===== src/inc/fwd_consts.svh =====
// Function
// - Pull the output low when no falling edge arrives within the trigger period.
// - All intervals are counted from the internal timebase, no external clock.
// - Ignore period of 16 ms starts when the output is released high.
// - After the ignore period a 48 ms trigger period opens.
// - A falling edge during the trigger period restarts it.
// - A timeout holds the output low for 8 ms, then releases it.
// - Disable level acts after being held for 300 us, within the 100 us to 500 us window.
// - Disable excursions shorter than 100 us are ignored.
// - Undervoltage reset and timeout share one active-low output.
// - After power-on the output stays low 8.5 ms before supervision starts.
// - After a fault pulse a new ignore period runs, or the watchdog goes off if the filtered disable level is high.
// - While disabled the output stays high; on removal ignore then trigger. A fault pulse already under way still runs to its end.
`ifndef FWD_CONSTS_SVH
`define FWD_CONSTS_SVH
`define FWD_CLK_HZ 50000000
`define FWD_TICK_US 1
`define FWD_TICK_DIV (`FWD_CLK_HZ / 1000000 * `FWD_TICK_US)
`define FWD_IGNORE_US 16000
`define FWD_SERVICE_US 48000
`define FWD_FAULT_US 8000
`define FWD_RESET_DELAY_US 8500
`define FWD_FILTER_MIN_US 100
`define FWD_FILTER_MAX_US 500
`define FWD_FILTER_US 300
`endif


===== src/inc/fwd_pkg.sv =====
package fwd_pkg;
  typedef enum logic [2:0] {
    FWD_POR,
    FWD_IGNORE,
    FWD_SERVICE,
    FWD_FAULT,
    FWD_OFF
  } fwd_state_t;
  typedef struct packed {
    logic fault_low;
    logic wd_enabled;
    logic in_service;
  } fwd_status_t;
endpackage


===== src/fwd_watchdog.sv =====
`timescale 1ns/1ps
`default_nettype none
`include "fwd_consts.svh"
module fwd_watchdog #(
  parameter int unsigned TICK_DIV = `FWD_TICK_DIV,
  parameter int unsigned RESET_DELAY = `FWD_RESET_DELAY_US / `FWD_TICK_US,
  parameter int unsigned IGNORE_TICKS = `FWD_IGNORE_US / `FWD_TICK_US,
  parameter int unsigned SERVICE_TICKS = `FWD_SERVICE_US / `FWD_TICK_US,
  parameter int unsigned FAULT_TICKS = `FWD_FAULT_US / `FWD_TICK_US,
  parameter int unsigned FILTER_TICKS = `FWD_FILTER_US / `FWD_TICK_US
) (
  // Clock and reset.
  input wire logic clk_sys,
  input wire logic rstn,
  // Supply monitor.
  input wire logic undervoltage,
  // Service pin, logic level and disable level window.
  input wire logic service_in,
  input wire logic disable_level,
  // Shared open-drain reset and fault output.
  output logic reset_fault_out_n_o,
  output logic reset_fault_out_n_oe,
  // Status.
  output fwd_pkg::fwd_status_t status
);
  import fwd_pkg::*;

  localparam int unsigned CW = 16;
  localparam int unsigned DW = 8;

  // Refuse parameter values that the counters cannot serve.
  if (TICK_DIV < 2 || TICK_DIV > 255) begin : g_div_chk
    $error("fwd_watchdog TICK_DIV out of range");
  end
  if (SERVICE_TICKS >= (1 << CW) || RESET_DELAY >= (1 << CW) ||
      IGNORE_TICKS >= (1 << CW) || FAULT_TICKS >= (1 << CW) ||
      SERVICE_TICKS < 1 || IGNORE_TICKS < 1 || FAULT_TICKS < 1 ||
      RESET_DELAY < 1) begin : g_cnt_chk
    $error("fwd_watchdog period does not fit counter");
  end
  if (FILTER_TICKS * `FWD_TICK_US < `FWD_FILTER_MIN_US ||
      FILTER_TICKS * `FWD_TICK_US > `FWD_FILTER_MAX_US) begin : g_filt_chk
    $error("fwd_watchdog filter outside allowed window");
  end

  function automatic logic [CW-1:0] last_of(input int unsigned n);
    last_of = CW'(n - 1);
  endfunction

  // Three-stage synchronisers for the pin inputs.
  logic [2:0] svc_sync_ff;
  logic [2:0] dis_sync_ff;
  logic [2:0] uv_sync_ff;
  logic svc_ff;
  logic dis_ff;
  logic uv_ff;
  logic nxt_svc;
  logic nxt_dis;
  logic nxt_uv;

  always_comb begin
    nxt_svc = (svc_sync_ff[2] == svc_sync_ff[1]) ? svc_sync_ff[2] : svc_ff;
    nxt_dis = (dis_sync_ff[2] == dis_sync_ff[1]) ? dis_sync_ff[2] : dis_ff;
    nxt_uv = (uv_sync_ff[2] == uv_sync_ff[1]) ? uv_sync_ff[2] : uv_ff;
  end

  always_ff @(posedge clk_sys or negedge rstn) begin
    if (!rstn) begin
      svc_sync_ff <= 3'h0;
      dis_sync_ff <= 3'h0;
      uv_sync_ff <= 3'h7;
      svc_ff <= 1'b0;
      dis_ff <= 1'b0;
      uv_ff <= 1'b1;
    end else begin
      svc_sync_ff <= {svc_sync_ff[1:0], service_in};
      dis_sync_ff <= {dis_sync_ff[1:0], disable_level};
      uv_sync_ff <= {uv_sync_ff[1:0], undervoltage};
      svc_ff <= nxt_svc;
      dis_ff <= nxt_dis;
      uv_ff <= nxt_uv;
    end
  end

  // Falling edge of the qualified service level counts as service.
  logic svc_fall;
  assign svc_fall = svc_ff && !nxt_svc;

  // Internal timebase: one-cycle tick every TICK_DIV clocks.
  logic [DW-1:0] div_ff;
  logic [DW-1:0] nxt_div;
  logic tick;

  always_comb begin
    tick = (div_ff == DW'(TICK_DIV - 1));
    nxt_div = tick ? '0 : div_ff + DW'(1);
  end

  always_ff @(posedge clk_sys or negedge rstn) begin
    if (!rstn) begin
      div_ff <= '0;
    end else begin
      div_ff <= nxt_div;
    end
  end

  // Filtered disable level; high means the watchdog is suspended.
  logic wd_off;
  fwd_filter #(
    .WIDTH(CW),
    .HOLD(FILTER_TICKS)
  ) u_filter (
    .clk_sys(clk_sys),
    .rstn(rstn),
    .tick(tick),
    .level_in(dis_ff),
    .level_out(wd_off)
  );

  // Supervision sequence.
  fwd_state_t state_ff;
  fwd_state_t nxt_state;
  logic [CW-1:0] cnt_ff;
  logic [CW-1:0] nxt_cnt;
  logic low_ff;
  logic nxt_low;

  always_comb begin
    nxt_state = state_ff;
    nxt_cnt = cnt_ff;
    // Undervoltage restarts the power-on delay from any state.
    if (uv_ff) begin
      nxt_state = FWD_POR;
      nxt_cnt = '0;
    end else begin
      case (state_ff)
        FWD_POR: begin
          if (tick) begin
            if (cnt_ff == last_of(RESET_DELAY)) begin
              nxt_state = FWD_IGNORE;
              nxt_cnt = '0;
            end else begin
              nxt_cnt = cnt_ff + CW'(1);
            end
          end
        end
        FWD_IGNORE: begin
          if (wd_off) begin
            nxt_state = FWD_OFF;
            nxt_cnt = '0;
          end else if (tick) begin
            if (cnt_ff == last_of(IGNORE_TICKS)) begin
              nxt_state = FWD_SERVICE;
              nxt_cnt = '0;
            end else begin
              nxt_cnt = cnt_ff + CW'(1);
            end
          end
        end
        FWD_SERVICE: begin
          if (wd_off) begin
            nxt_state = FWD_OFF;
            nxt_cnt = '0;
          end else if (svc_fall) begin
            nxt_cnt = '0;
          end else if (tick) begin
            if (cnt_ff == last_of(SERVICE_TICKS)) begin
              nxt_state = FWD_FAULT;
              nxt_cnt = '0;
            end else begin
              nxt_cnt = cnt_ff + CW'(1);
            end
          end
        end
        FWD_FAULT: begin
          if (tick) begin
            if (cnt_ff == last_of(FAULT_TICKS)) begin
              nxt_state = wd_off ? FWD_OFF : FWD_IGNORE;
              nxt_cnt = '0;
            end else begin
              nxt_cnt = cnt_ff + CW'(1);
            end
          end
        end
        FWD_OFF: begin
          if (!wd_off) begin
            nxt_state = FWD_IGNORE;
            nxt_cnt = '0;
          end
        end
        default: begin
          nxt_state = FWD_POR;
          nxt_cnt = '0;
        end
      endcase
    end
    nxt_low = (nxt_state == FWD_POR) || (nxt_state == FWD_FAULT);
  end

  always_ff @(posedge clk_sys or negedge rstn) begin
    if (!rstn) begin
      state_ff <= FWD_POR;
      cnt_ff <= '0;
      low_ff <= 1'b1;
    end else begin
      state_ff <= nxt_state;
      cnt_ff <= nxt_cnt;
      low_ff <= nxt_low;
    end
  end

  // The pin is pulled low while the enable is high; its data stays low.
  assign reset_fault_out_n_o = 1'b0;
  assign reset_fault_out_n_oe = low_ff;
  assign status = '{
    fault_low: low_ff,
    wd_enabled: (state_ff != FWD_OFF),
    in_service: (state_ff == FWD_SERVICE)
  };
endmodule // fwd_watchdog
`default_nettype wire


===== src/fwd_filter.sv =====
`timescale 1ns/1ps
`default_nettype none
module fwd_filter #(
  parameter int unsigned WIDTH = 16,
  parameter int unsigned HOLD = 300
) (
  // Clock and reset.
  input wire logic clk_sys,
  input wire logic rstn,
  // Timebase tick and raw level.
  input wire logic tick,
  input wire logic level_in,
  // Filtered level.
  output logic level_out
);
  logic [WIDTH-1:0] cnt_ff;
  logic [WIDTH-1:0] nxt_cnt;
  logic out_ff;
  logic nxt_out;

  // Refuse a hold count that the counter cannot reach.
  if (HOLD < 1 || HOLD >= (64'd1 << WIDTH)) begin : g_hold_chk
    $error("fwd_filter HOLD does not fit WIDTH");
  end

  // The output follows the input only after it has differed for HOLD ticks.
  always_comb begin
    nxt_cnt = cnt_ff;
    nxt_out = out_ff;
    if (level_in == out_ff) begin
      nxt_cnt = '0;
    end else if (tick) begin
      if (cnt_ff == WIDTH'(HOLD - 1)) begin
        nxt_out = level_in;
        nxt_cnt = '0;
      end else begin
        nxt_cnt = cnt_ff + WIDTH'(1);
      end
    end
  end

  always_ff @(posedge clk_sys or negedge rstn) begin
    if (!rstn) begin
      cnt_ff <= '0;
      out_ff <= 1'b0;
    end else begin
      cnt_ff <= nxt_cnt;
      out_ff <= nxt_out;
    end
  end

  assign level_out = out_ff;
endmodule // fwd_filter
`default_nettype wire


===== config.mk =====
export PLATFORM = sky130hd
export DESIGN_NAME = fwd_watchdog
export DESIGN_NICKNAME = d
export VERILOG_FILES = /design/src/inc/fwd_pkg.sv /design/src/fwd_watchdog.sv /design/src/fwd_filter.sv
export VERILOG_INCLUDE_DIRS = /design/src /design/src/inc
export SDC_FILE = /design/constraint.sdc
export NUM_CORES = 1
export LEC_CHECK = 0
export BUFFER_PORTS_ARGS = -buffer_cell sky130_fd_sc_hd__buf_2
export CAP_MARGIN = 25
export CORE_ASPECT_RATIO = 0.6
export CORE_MARGIN = 2
export CORE_UTILIZATION = 50
export CTS_BUF_LIST = sky130_fd_sc_hd__clkbuf_2 sky130_fd_sc_hd__clkbuf_4 sky130_fd_sc_hd__clkbuf_8
export DETAILED_ROUTE_END_ITERATION = 10
export HOLD_SLACK_MARGIN = 0.02
export PLACE_DENSITY = 0.69
export SLEW_MARGIN = 20
export SYNTH_ARGS = -nofsm -noshare
export SYNTH_HDL_FRONTEND = slang
export SYNTH_SLANG_ARGS = --single-unit

===== constraint.sdc =====
create_clock -name clk_sys -period 2.5 [get_ports clk_sys]
set_input_delay 0.125 -clock clk_sys [delete_from_list [all_inputs] [get_ports clk_sys]]
set_output_delay 0.125 -clock clk_sys [all_outputs]
set_load 0.02 [all_outputs]

==> metrics.md, run 1 <==
| Metric | Value |
|---|---|
| DRC violation count after routing | 0 |
| Number of top-level pins | 10 |
| Number of search-and-repair iterations in the first detailed-routing pass | 5 |
| CP Class | flip-flop to flip-flop |
| Vias in the first global route | 2349 |
| Number of flops mapped to enable cells by yosys | 0 |
| Cell at the root of the clock tree | clkbuf_8 |
| Class of the worst hold path | flip-flop to flip-flop |
| Share of the synthesized area in the top cell type | 0.433 |
| Portion of total power attributed to combinational logic | 0.051 |
| Post-synth design cell area | 0.00300 sq mm |
| Number of clock sinks seen by CTS | 57 |
| Slowest cell on the critical path | or4b_1 |
| Clock latency of the later-clocked register in the worst-skew pair | 0.35 ns |
| Time the worst path needs with I/O delays and setup | 2.42 ns |
| Placement-stage cell area | 0.00328 sq mm |
| Count of buffer and inverter cells on the critical path | 1 |
| Height of the die | 64.0 microns |
| Pwr Density | 530 mW/mm^2 |
| Part of the total power dissipated in the clock network | 0.442 |
| Global routing usage summed across all routing layers | 0.237 |
| DRC marker count from the first detailed-route iteration | 170 |
| Worst-case headroom to the max-slew limit | 0.499 |
| Count of endpoints failing hold in the final timing report | 0 |
| Site row count | 21 |
| Commonest cells after routing, fill and taps aside | dfrtp_1 (52), nand2_1 (28), buf_4 (25) |
| Top delay family on crit path | simple AND/OR/NAND/NOR gates |
| Total global routing overflow | 0 |
| Final setup violating endpoints | 0 |
| Initial antenna violation count | 0 |
| Dominant cells by area after synthesis | dfrtp_1 (43%), dfstp_2 (4.4%), nand2_1 (3.5%) |
| TritonCTS clock tree | done |
| PortBufs | 8 |
| Layout filler cell count | 479 |
| Outcome | finished clean |
| Max cap viols | 0 |
| Number of warnings printed during yosys synthesis | 0 |
| Async S/R FF share, synth | 1.00 |
| Total inserted antenna cells | 0 |
| Sequential group share of total power | 0.507 |
| Mapped Cells | 309 |
| Worst vdd rail ir drop | 0.468 mV |
| Cts bufs inserted | 9 |
| Maximum clock skew at final layout | 0.00942 ns |
| Remaining number of nets flagged by the antenna check after routing | 0 |
| Switching power total | 0.444 mW |
| Number of nets in the finished design | 356 |
| Die footprint | 0.00666 sq mm |
| Weighted congestion reported at the end of routability-driven placement | 0.936 |
| Nets in the synthesized netlist | 318 |
| Register bit total from synthesis | 57 |
| Leading cell type in the layout, fill and taps excluded | dfrtp_1 |
| Post-DP HPWL | 4950 microns |
| Arrival time worst endpoint | 2.62 ns |
| Drt via density | 5.79 |
| Type of origin of the critical path | flip-flop |
| Pin count of the biggest net entering global routing | 35 |
| Ordered cell list for the critical path | or4b_1 -> or4_4 -> a22o_1 -> o31ai_4 -> buf_6 -> or3b_2 -> o311ai_0 |
| Unique masters post-synth | 53 |
| Routed vias | 2503 |
| Width of the die | 104 microns |
| Clock transition at the registers of the reported paths | 0.07 ns |
| Routed length per placed instance | 15.9 microns |
| Proportion of synthesized chip area in sequential cells | 0.477 |
| Slowest Stage Delay on Critical Path | 0.50 ns |
| Type of element capturing the critical path | flip-flop |
| Maximum fanout along the worst path | 11 |
| Fraction of final layout cells sized beyond drive strength 1 | 0.182 |
| Area of the core | 0.00568 sq mm |
| Design internal power | 1.43 mW |
| Proportion of total power due to net switching | 0.237 |
| Final clock period utilization by the worst path | 0.969 |
| Post-detailed-routing wire length | 6850 microns |
| Static leakage | 1.51 nW |
| Global-route wire length before repair | 12000 microns |
| Transition time of the tightest slew-check pin | 0.751 ns |
| H-tree Lvls | 3 |
| Mean cell area of the mapped netlist | 9.72 sq um |
| Peak Freq | 0.413 GHz |
| Dominant register cell in the synthesized netlist | dfrtp_1 |
| Design Area, Final | 0.00353 sq mm |
| Number of buffers inserted by post-CTS setup repair | 0 |
| Starting utilization of the core area | 0.529 |
| Sum of negative setup slack | 0 ns |
| Most area-hungry cell type in the Yosys netlist | dfrtp_1 |
| Maximum root-to-sink buffer count | 2 |
| Data required time at the worst endpoint | 2.69 ns |
| Area growth from synthesis to layout | 17.6% |
| Max-slew violation count | 0 |
[power groups by stage]
stage / registers [mW] / logic (mW) / clock network [mW]
final: 0.949 / 0.0961 / 0.827
after global routing: 0.949 / 0.108 / 0.907
after CTS: 0.948 / 0.0948 / 0.860
after detailed placement: 0.965 / 0.0880 / 0
after global placement: 0.964 / 0.0856 / 0
after floorplan: 0.962 / 0.0453 / 0
[layout make-up]
cell class	instances	area, sq um	share of cell area
clock buffers	13	173	0.0489
multi-input cells	230	1480	0.420
repair buffers	38	279	0.0790
flip-flops and latches	57	1430	0.405
clock inverters	3	23.8	0.00673
well taps	80	100	0.0283
inverters	11	41.3	0.0117
[cell usage after synthesis, types with 3 or more instances]
library cell and instances:
o31ai_1 7, inv_1 11, nand3b_1 4, a22o_1 5
o21ai_0 19, and2_1 4, nor2b_1 8, and4_1 3
nor4_1 5, nand4b_1 4, clkbuf_1 7, nand3_1 12
nand2_1 28, ha_1 4, maj3_1 3, xnor2_1 6
nor4b_1 3, or3_1 4, nand4_1 9, and3_1 8
xor2_1 9, dfrtp_1 52, o2bb2a_1 4, o21ai_1 4
nor2_1 22, or3b_2 3, a21oi_1 16, nand2b_1 6
dfstp_2 5, nor3_1 3
[flip-flops by register name, summed over array words and instances (netlist names)]
signal and count:
cnt_ff 16, u_filter.cnt_ff 16, div_ff 8, dis_sync_ff 3, state_ff 3, svc_sync_ff 3, uv_sync_ff 3, dis_ff 1
reset_fault_out_n_oe 1, svc_ff 1, u_filter.level_out 1, uv_ff 1
[logic make-up after synthesis]
kind of cell,count (synthesis),share of synthesized area
multiplexers,1,0.00375
other,1,0.00125
buffers and inverters,22,0.0350
AO/OA/AOI/OAI,71,0.160
adder cells (fa/ha/maj),7,0.0267
AND/OR/NAND/NOR,135,0.253
flip-flops,57,0.477
XOR/XNOR,15,0.0437
[worst register-to-register path: cells and delay by family, from the launching register on]
kind | cells | cell delay [ns]
buffers and inverters | 1 | 0.19
and+or+nand+nor | 3 | 1.05
DFF | 1 | 0.37
AOI/OAI and AO/OA | 3 | 0.65
[metrics by stage]
step	utilization	instances	worst slack (ns)	hold slack (ns)	power (mW)
2_1_floorplan	-	309	0.0364	-0.171	1.01
3_3_place_gp	0.577	412	0.0890	0.231	1.05
3_5_place_dp	0.577	412	0.00321	0.232	1.05
4_1_cts	0.619	432	0.00685	0.351	1.90
5_1_grt	0.623	432	-0.00432	0.354	1.97
6_report	0.623	432	0.0776	0.351	1.87
[metal layers]
metal | up-vias | part of all wire | global-route usage
li1 | 1207 | - | -
met1 | 1185 | 0.52 | 0.360
met2 | 101 | 0.37 | 0.304
met3 | 10 | 0.094 | 0.0929
met4 | 0 | 0.012 | 0.0709
met5 | - | 0 | 0
[path summary, 6_finish.rpt]
kind	startpoint	endpoint	slack (ns)	cells after the start
min reg2reg	dis_sync_ff[0]$_DFF_PN0_	dis_sync_ff[1]$_DFF_PN0_	0.35	0
min in group asynchronous	rstn	u_filter.cnt_ff[0]$_DFFE_PN0P_	0.39	2
max	cnt_ff[8]$_DFFE_PN0P_	cnt_ff[15]$_DFFE_PN0P_	0.08	7
min	dis_sync_ff[0]$_DFF_PN0_	dis_sync_ff[1]$_DFF_PN0_	0.35	0
max in group asynchronous	rstn	uv_sync_ff[2]$_DFF_PN1_	1.37	3
max reg2reg	cnt_ff[8]$_DFFE_PN0P_	cnt_ff[15]$_DFFE_PN0P_	0.08	7
[what timing repair did]
| action | CTS | global route |
|---|---|---|
| pin swaps | 0 | 1 |
| cloned | 0 | 0 |
| hold buffers | 4 | 0 |
| resized for setup | 1 | 4 |
| hold endpoints to repair | 33 | 0 |
| setup endpoints to repair | 1 | 12 |
Note: power is estimated with default switching activity, not from simulation.
==> run 2: changes to the inputs <==
--- a/config.mk
+++ b/config.mk
@@ -10,11 +10,11 @@
 export CAP_MARGIN = 25
 export CORE_ASPECT_RATIO = 0.6
 export CORE_MARGIN = 2
-export CORE_UTILIZATION = 50
+export CORE_UTILIZATION = 58
 export CTS_BUF_LIST = sky130_fd_sc_hd__clkbuf_2 sky130_fd_sc_hd__clkbuf_4 sky130_fd_sc_hd__clkbuf_8
 export DETAILED_ROUTE_END_ITERATION = 10
 export HOLD_SLACK_MARGIN = 0.02
-export PLACE_DENSITY = 0.69
+export PLACE_DENSITY = 0.78
 export SLEW_MARGIN = 20
 export SYNTH_ARGS = -nofsm -noshare
 export SYNTH_HDL_FRONTEND = slang
==> run 2 against run 1 <==
Effect of this change:
- first-iteration DRC count grew 42%
- global-route usage up 1.9 points
- sequential share of layout area down 0.55 points
- total power is 3.9% higher
- maximum frequency decreased by 2.1%
- die area is 13% lower
- clock skew grew 0.00067 ns
- cell count decreased by 1.9%
- routed wire length up 2.5%
- count of clock-buffer cells in the layout is the same
- design area grew 1.4%
- non-clock buffer count rose by 6
- critical path type unchanged
==> metrics.md, run 2 (same netlist as run 1, synthesis figures left out) <==
| Metric | Value |
|---|---|
| Outcome | finished clean |
| Clock latency of the later-clocked register in the worst-skew pair | 0.35 ns (about the same) |
| Time the worst path needs with I/O delays and setup | 2.48 ns (+0.0530 ns) |
| Area of the core | 0.00503 sq mm (-11%) |
| Initial antenna violation count | 0 (unchanged) |
| Number of clock sinks seen by CTS | 57 (unchanged) |
| PortBufs | 8 (unchanged) |
| Drt via density | 6.01 (+3.8%) |
| Max-slew violation count | 0 (unchanged) |
| Final clock period utilization by the worst path | 0.990 (+0.0212) |
| Fraction of final layout cells sized beyond drive strength 1 | 0.196 (+0.0137) |
| Data required time at the worst endpoint | 2.74 ns (+0.05 ns) |
| Final worst slack | 0.0246 ns (-0.0530 ns) |
| Number of nets in the finished design | 362 (+1.7%) |
| Maximum root-to-sink buffer count | 2 (unchanged) |
| Registers with the highest flip-flop counts | cnt_ff (16), u_filter.cnt_ff (16), div_ff (8) |
| Clock transition at the registers of the reported paths | 0.07 ns (about the same) |
| Area growth from synthesis to layout | 19.2% |
| Post-DP HPWL | 4810 microns (-2.8%) |
| Count of endpoints failing hold in the final timing report | 0 (unchanged) |
| Arrival time worst endpoint | 2.72 ns (+0.10 ns) |
| Site row count | 20 (-4.8%) |
| Routed length per placed instance | 16.6 microns (+4.4%) |
| Placed Cells incl. Taps | 403 (-2.2%) |
| Total global routing overflow | 0 (unchanged) |
| Cell at the root of the clock tree | clkbuf_8 |
| Number of search-and-repair iterations in the first detailed-routing pass | 4 (-1) |
| Maximum fanout along the worst path | 9 (-2) |
| Worst-case headroom to the max-slew limit | 0.653 (+0.153) |
| Pwr Density | 543 mW/mm^2 (+2.5%) |
| Height of the die | 59.7 microns (-6.7%) |
| Final setup violating endpoints | 0 (unchanged) |
| Type of element capturing the critical path | flip-flop |
| Met3 track demand over resource | 0.0877 (-0.00514) |
| Number of top-level pins | 10 (unchanged) |
| Class of the worst hold path | primary input to asynchronous set/reset pin |
| Max cap viols | 0 (unchanged) |
| Worst vdd rail ir drop | 0.444 mV (-5.1%) |
| DRC violation count after routing | 0 (unchanged) |
| Layout Utilization | 0.712 (+0.0896) |
| Maximum clock skew at final layout | 0.0101 ns (+0.000671 ns) |
| Global routing usage summed across all routing layers | 0.256 (+0.0188) |
| Layout filler cell count | 358 (-25%) |
| Commonest cells after routing, fill and taps aside | dfrtp_1 (52), buf_4 (30), nand2_1 (28) |
| Final non-filler cell total | 424 (-1.9%) |
| CP Class | flip-flop to flip-flop |
| Worst hold-check slack | 0.236 ns (-0.114 ns) |
| Die footprint | 0.00579 sq mm (-13%) |
| Width of the die | 96.9 microns (-6.9%) |
| Peak Freq | 0.404 GHz (-2.1%) |
| TritonCTS clock tree | done |
| Met1 track utilization from global routing | 0.395 (+0.0348) |
| Static leakage | 1.56 nW (+2.9%) |
| DRC marker count from the first detailed-route iteration | 242 (+42%) |
| Placement-stage cell area | 0.00330 sq mm (+0.61%) |
| Post-detailed-routing wire length | 7020 microns (+2.5%) |
| Design Area, Final | 0.00358 sq mm (+1.4%) |
| Global routing met2 resource utilization | 0.325 (+0.0211) |
| Transition time of the tightest slew-check pin | 0.516 ns (-0.235 ns) |
| Starting utilization of the core area | 0.597 (+0.0679) |
| H-tree Lvls | 3 (unchanged) |
| Weighted congestion reported at the end of routability-driven placement | 0.920 (-1.6%) |
| R2r setup slk | 0.02 ns (-0.05 ns) |
| Global-route layer with the greatest usage | met1 |
| Global-route wire length before repair | 11100 microns (-6.9%) |
| Routed vias | 2549 (+1.8%) |
| Pin count of the biggest net entering global routing | 29 (-17%) |
| Type of origin of the critical path | flip-flop |
| Remaining number of nets flagged by the antenna check after routing | 0 (unchanged) |
| Total inserted antenna cells | 0 (unchanged) |
| Leading cell type in the layout, fill and taps excluded | dfrtp_1 |
| Cts bufs inserted | 9 (unchanged) |
| Worst Setup Slack post-DPL | -0.0412 ns (-0.0444 ns) |
| Vias in the first global route | 2205 (-6.1%) |
## run 2: per-layer routing
layer	up-vias	wire length (microns)
li1	1215	-
met1	1212	3560
met2	110	2780
met3	12	596
met4	0	86
met5	-	0
## run 2: report_power, final
| part | internal [mW] | switching (mW) |
|---|---|---|
| Clock | 0.533 | 0.366 |
| Combinational | 0.0386 | 0.0578 |
| Sequential | 0.939 | 0.0113 |
| Total | 1.51 | 0.435 |
## run 2: final timing paths
check | from | end | cells past startpoint
max | cnt_ff[14]$_DFFE_PN0P_ | cnt_ff[2]$_DFFE_PN0P_ | 8
min in group clk_sys | dis_sync_ff[0]$_DFF_PN0_ | dis_sync_ff[1]$_DFF_PN0_ | 0
min reg2reg | dis_sync_ff[0]$_DFF_PN0_ | dis_sync_ff[1]$_DFF_PN0_ | 0
min | rstn | div_ff[6]$_DFF_PN0_ | 2
max in group asynchronous | rstn | uv_sync_ff[1]$_DFF_PN1_ | 3
max reg2reg | cnt_ff[14]$_DFFE_PN0P_ | cnt_ff[2]$_DFFE_PN0P_ | 8
## run 2: final cells by class
class,instances,area (sq um),share of cell area
Multi-Input combinational cell,230,1490,0.416
Sequential cell,57,1430,0.400
Clock inverter,3,40.0,0.0112
Timing Repair Buffer,44,328,0.0915
Inverter,11,41.3,0.0115
Tap cell,66,82.6,0.0231
Clock buffer,13,166,0.0465
## run 2: timing repair
item / CTS / global route
hold endpoints to repair: 20 / 0
endpoints found under the setup margin: 6 / 14
setup buffers: 0 / 1
resized for setup: 2 / 5
pin swaps: 0 / 3
hold buffers: 4 / 0
## run 2: stage by stage
stage	setup TNS [ns]	power, mW
floorplan	0	1.01
global placement	0	1.05
detailed placement	-0.0662	1.05
CTS	0	1.95
global route	-0.0813	2.01
finish	0	1.95
## run 2: critical path, stage by stage, from the launching register on
cell	delay [ns]
dfrtp_1	0.37
or4b_1	0.54
or4_4	0.44
a22o_1	0.25
o31ai_4	0.23
buf_6	0.17
buf_6	0.13
o21ai_1	0.06
a22o_1	0.17
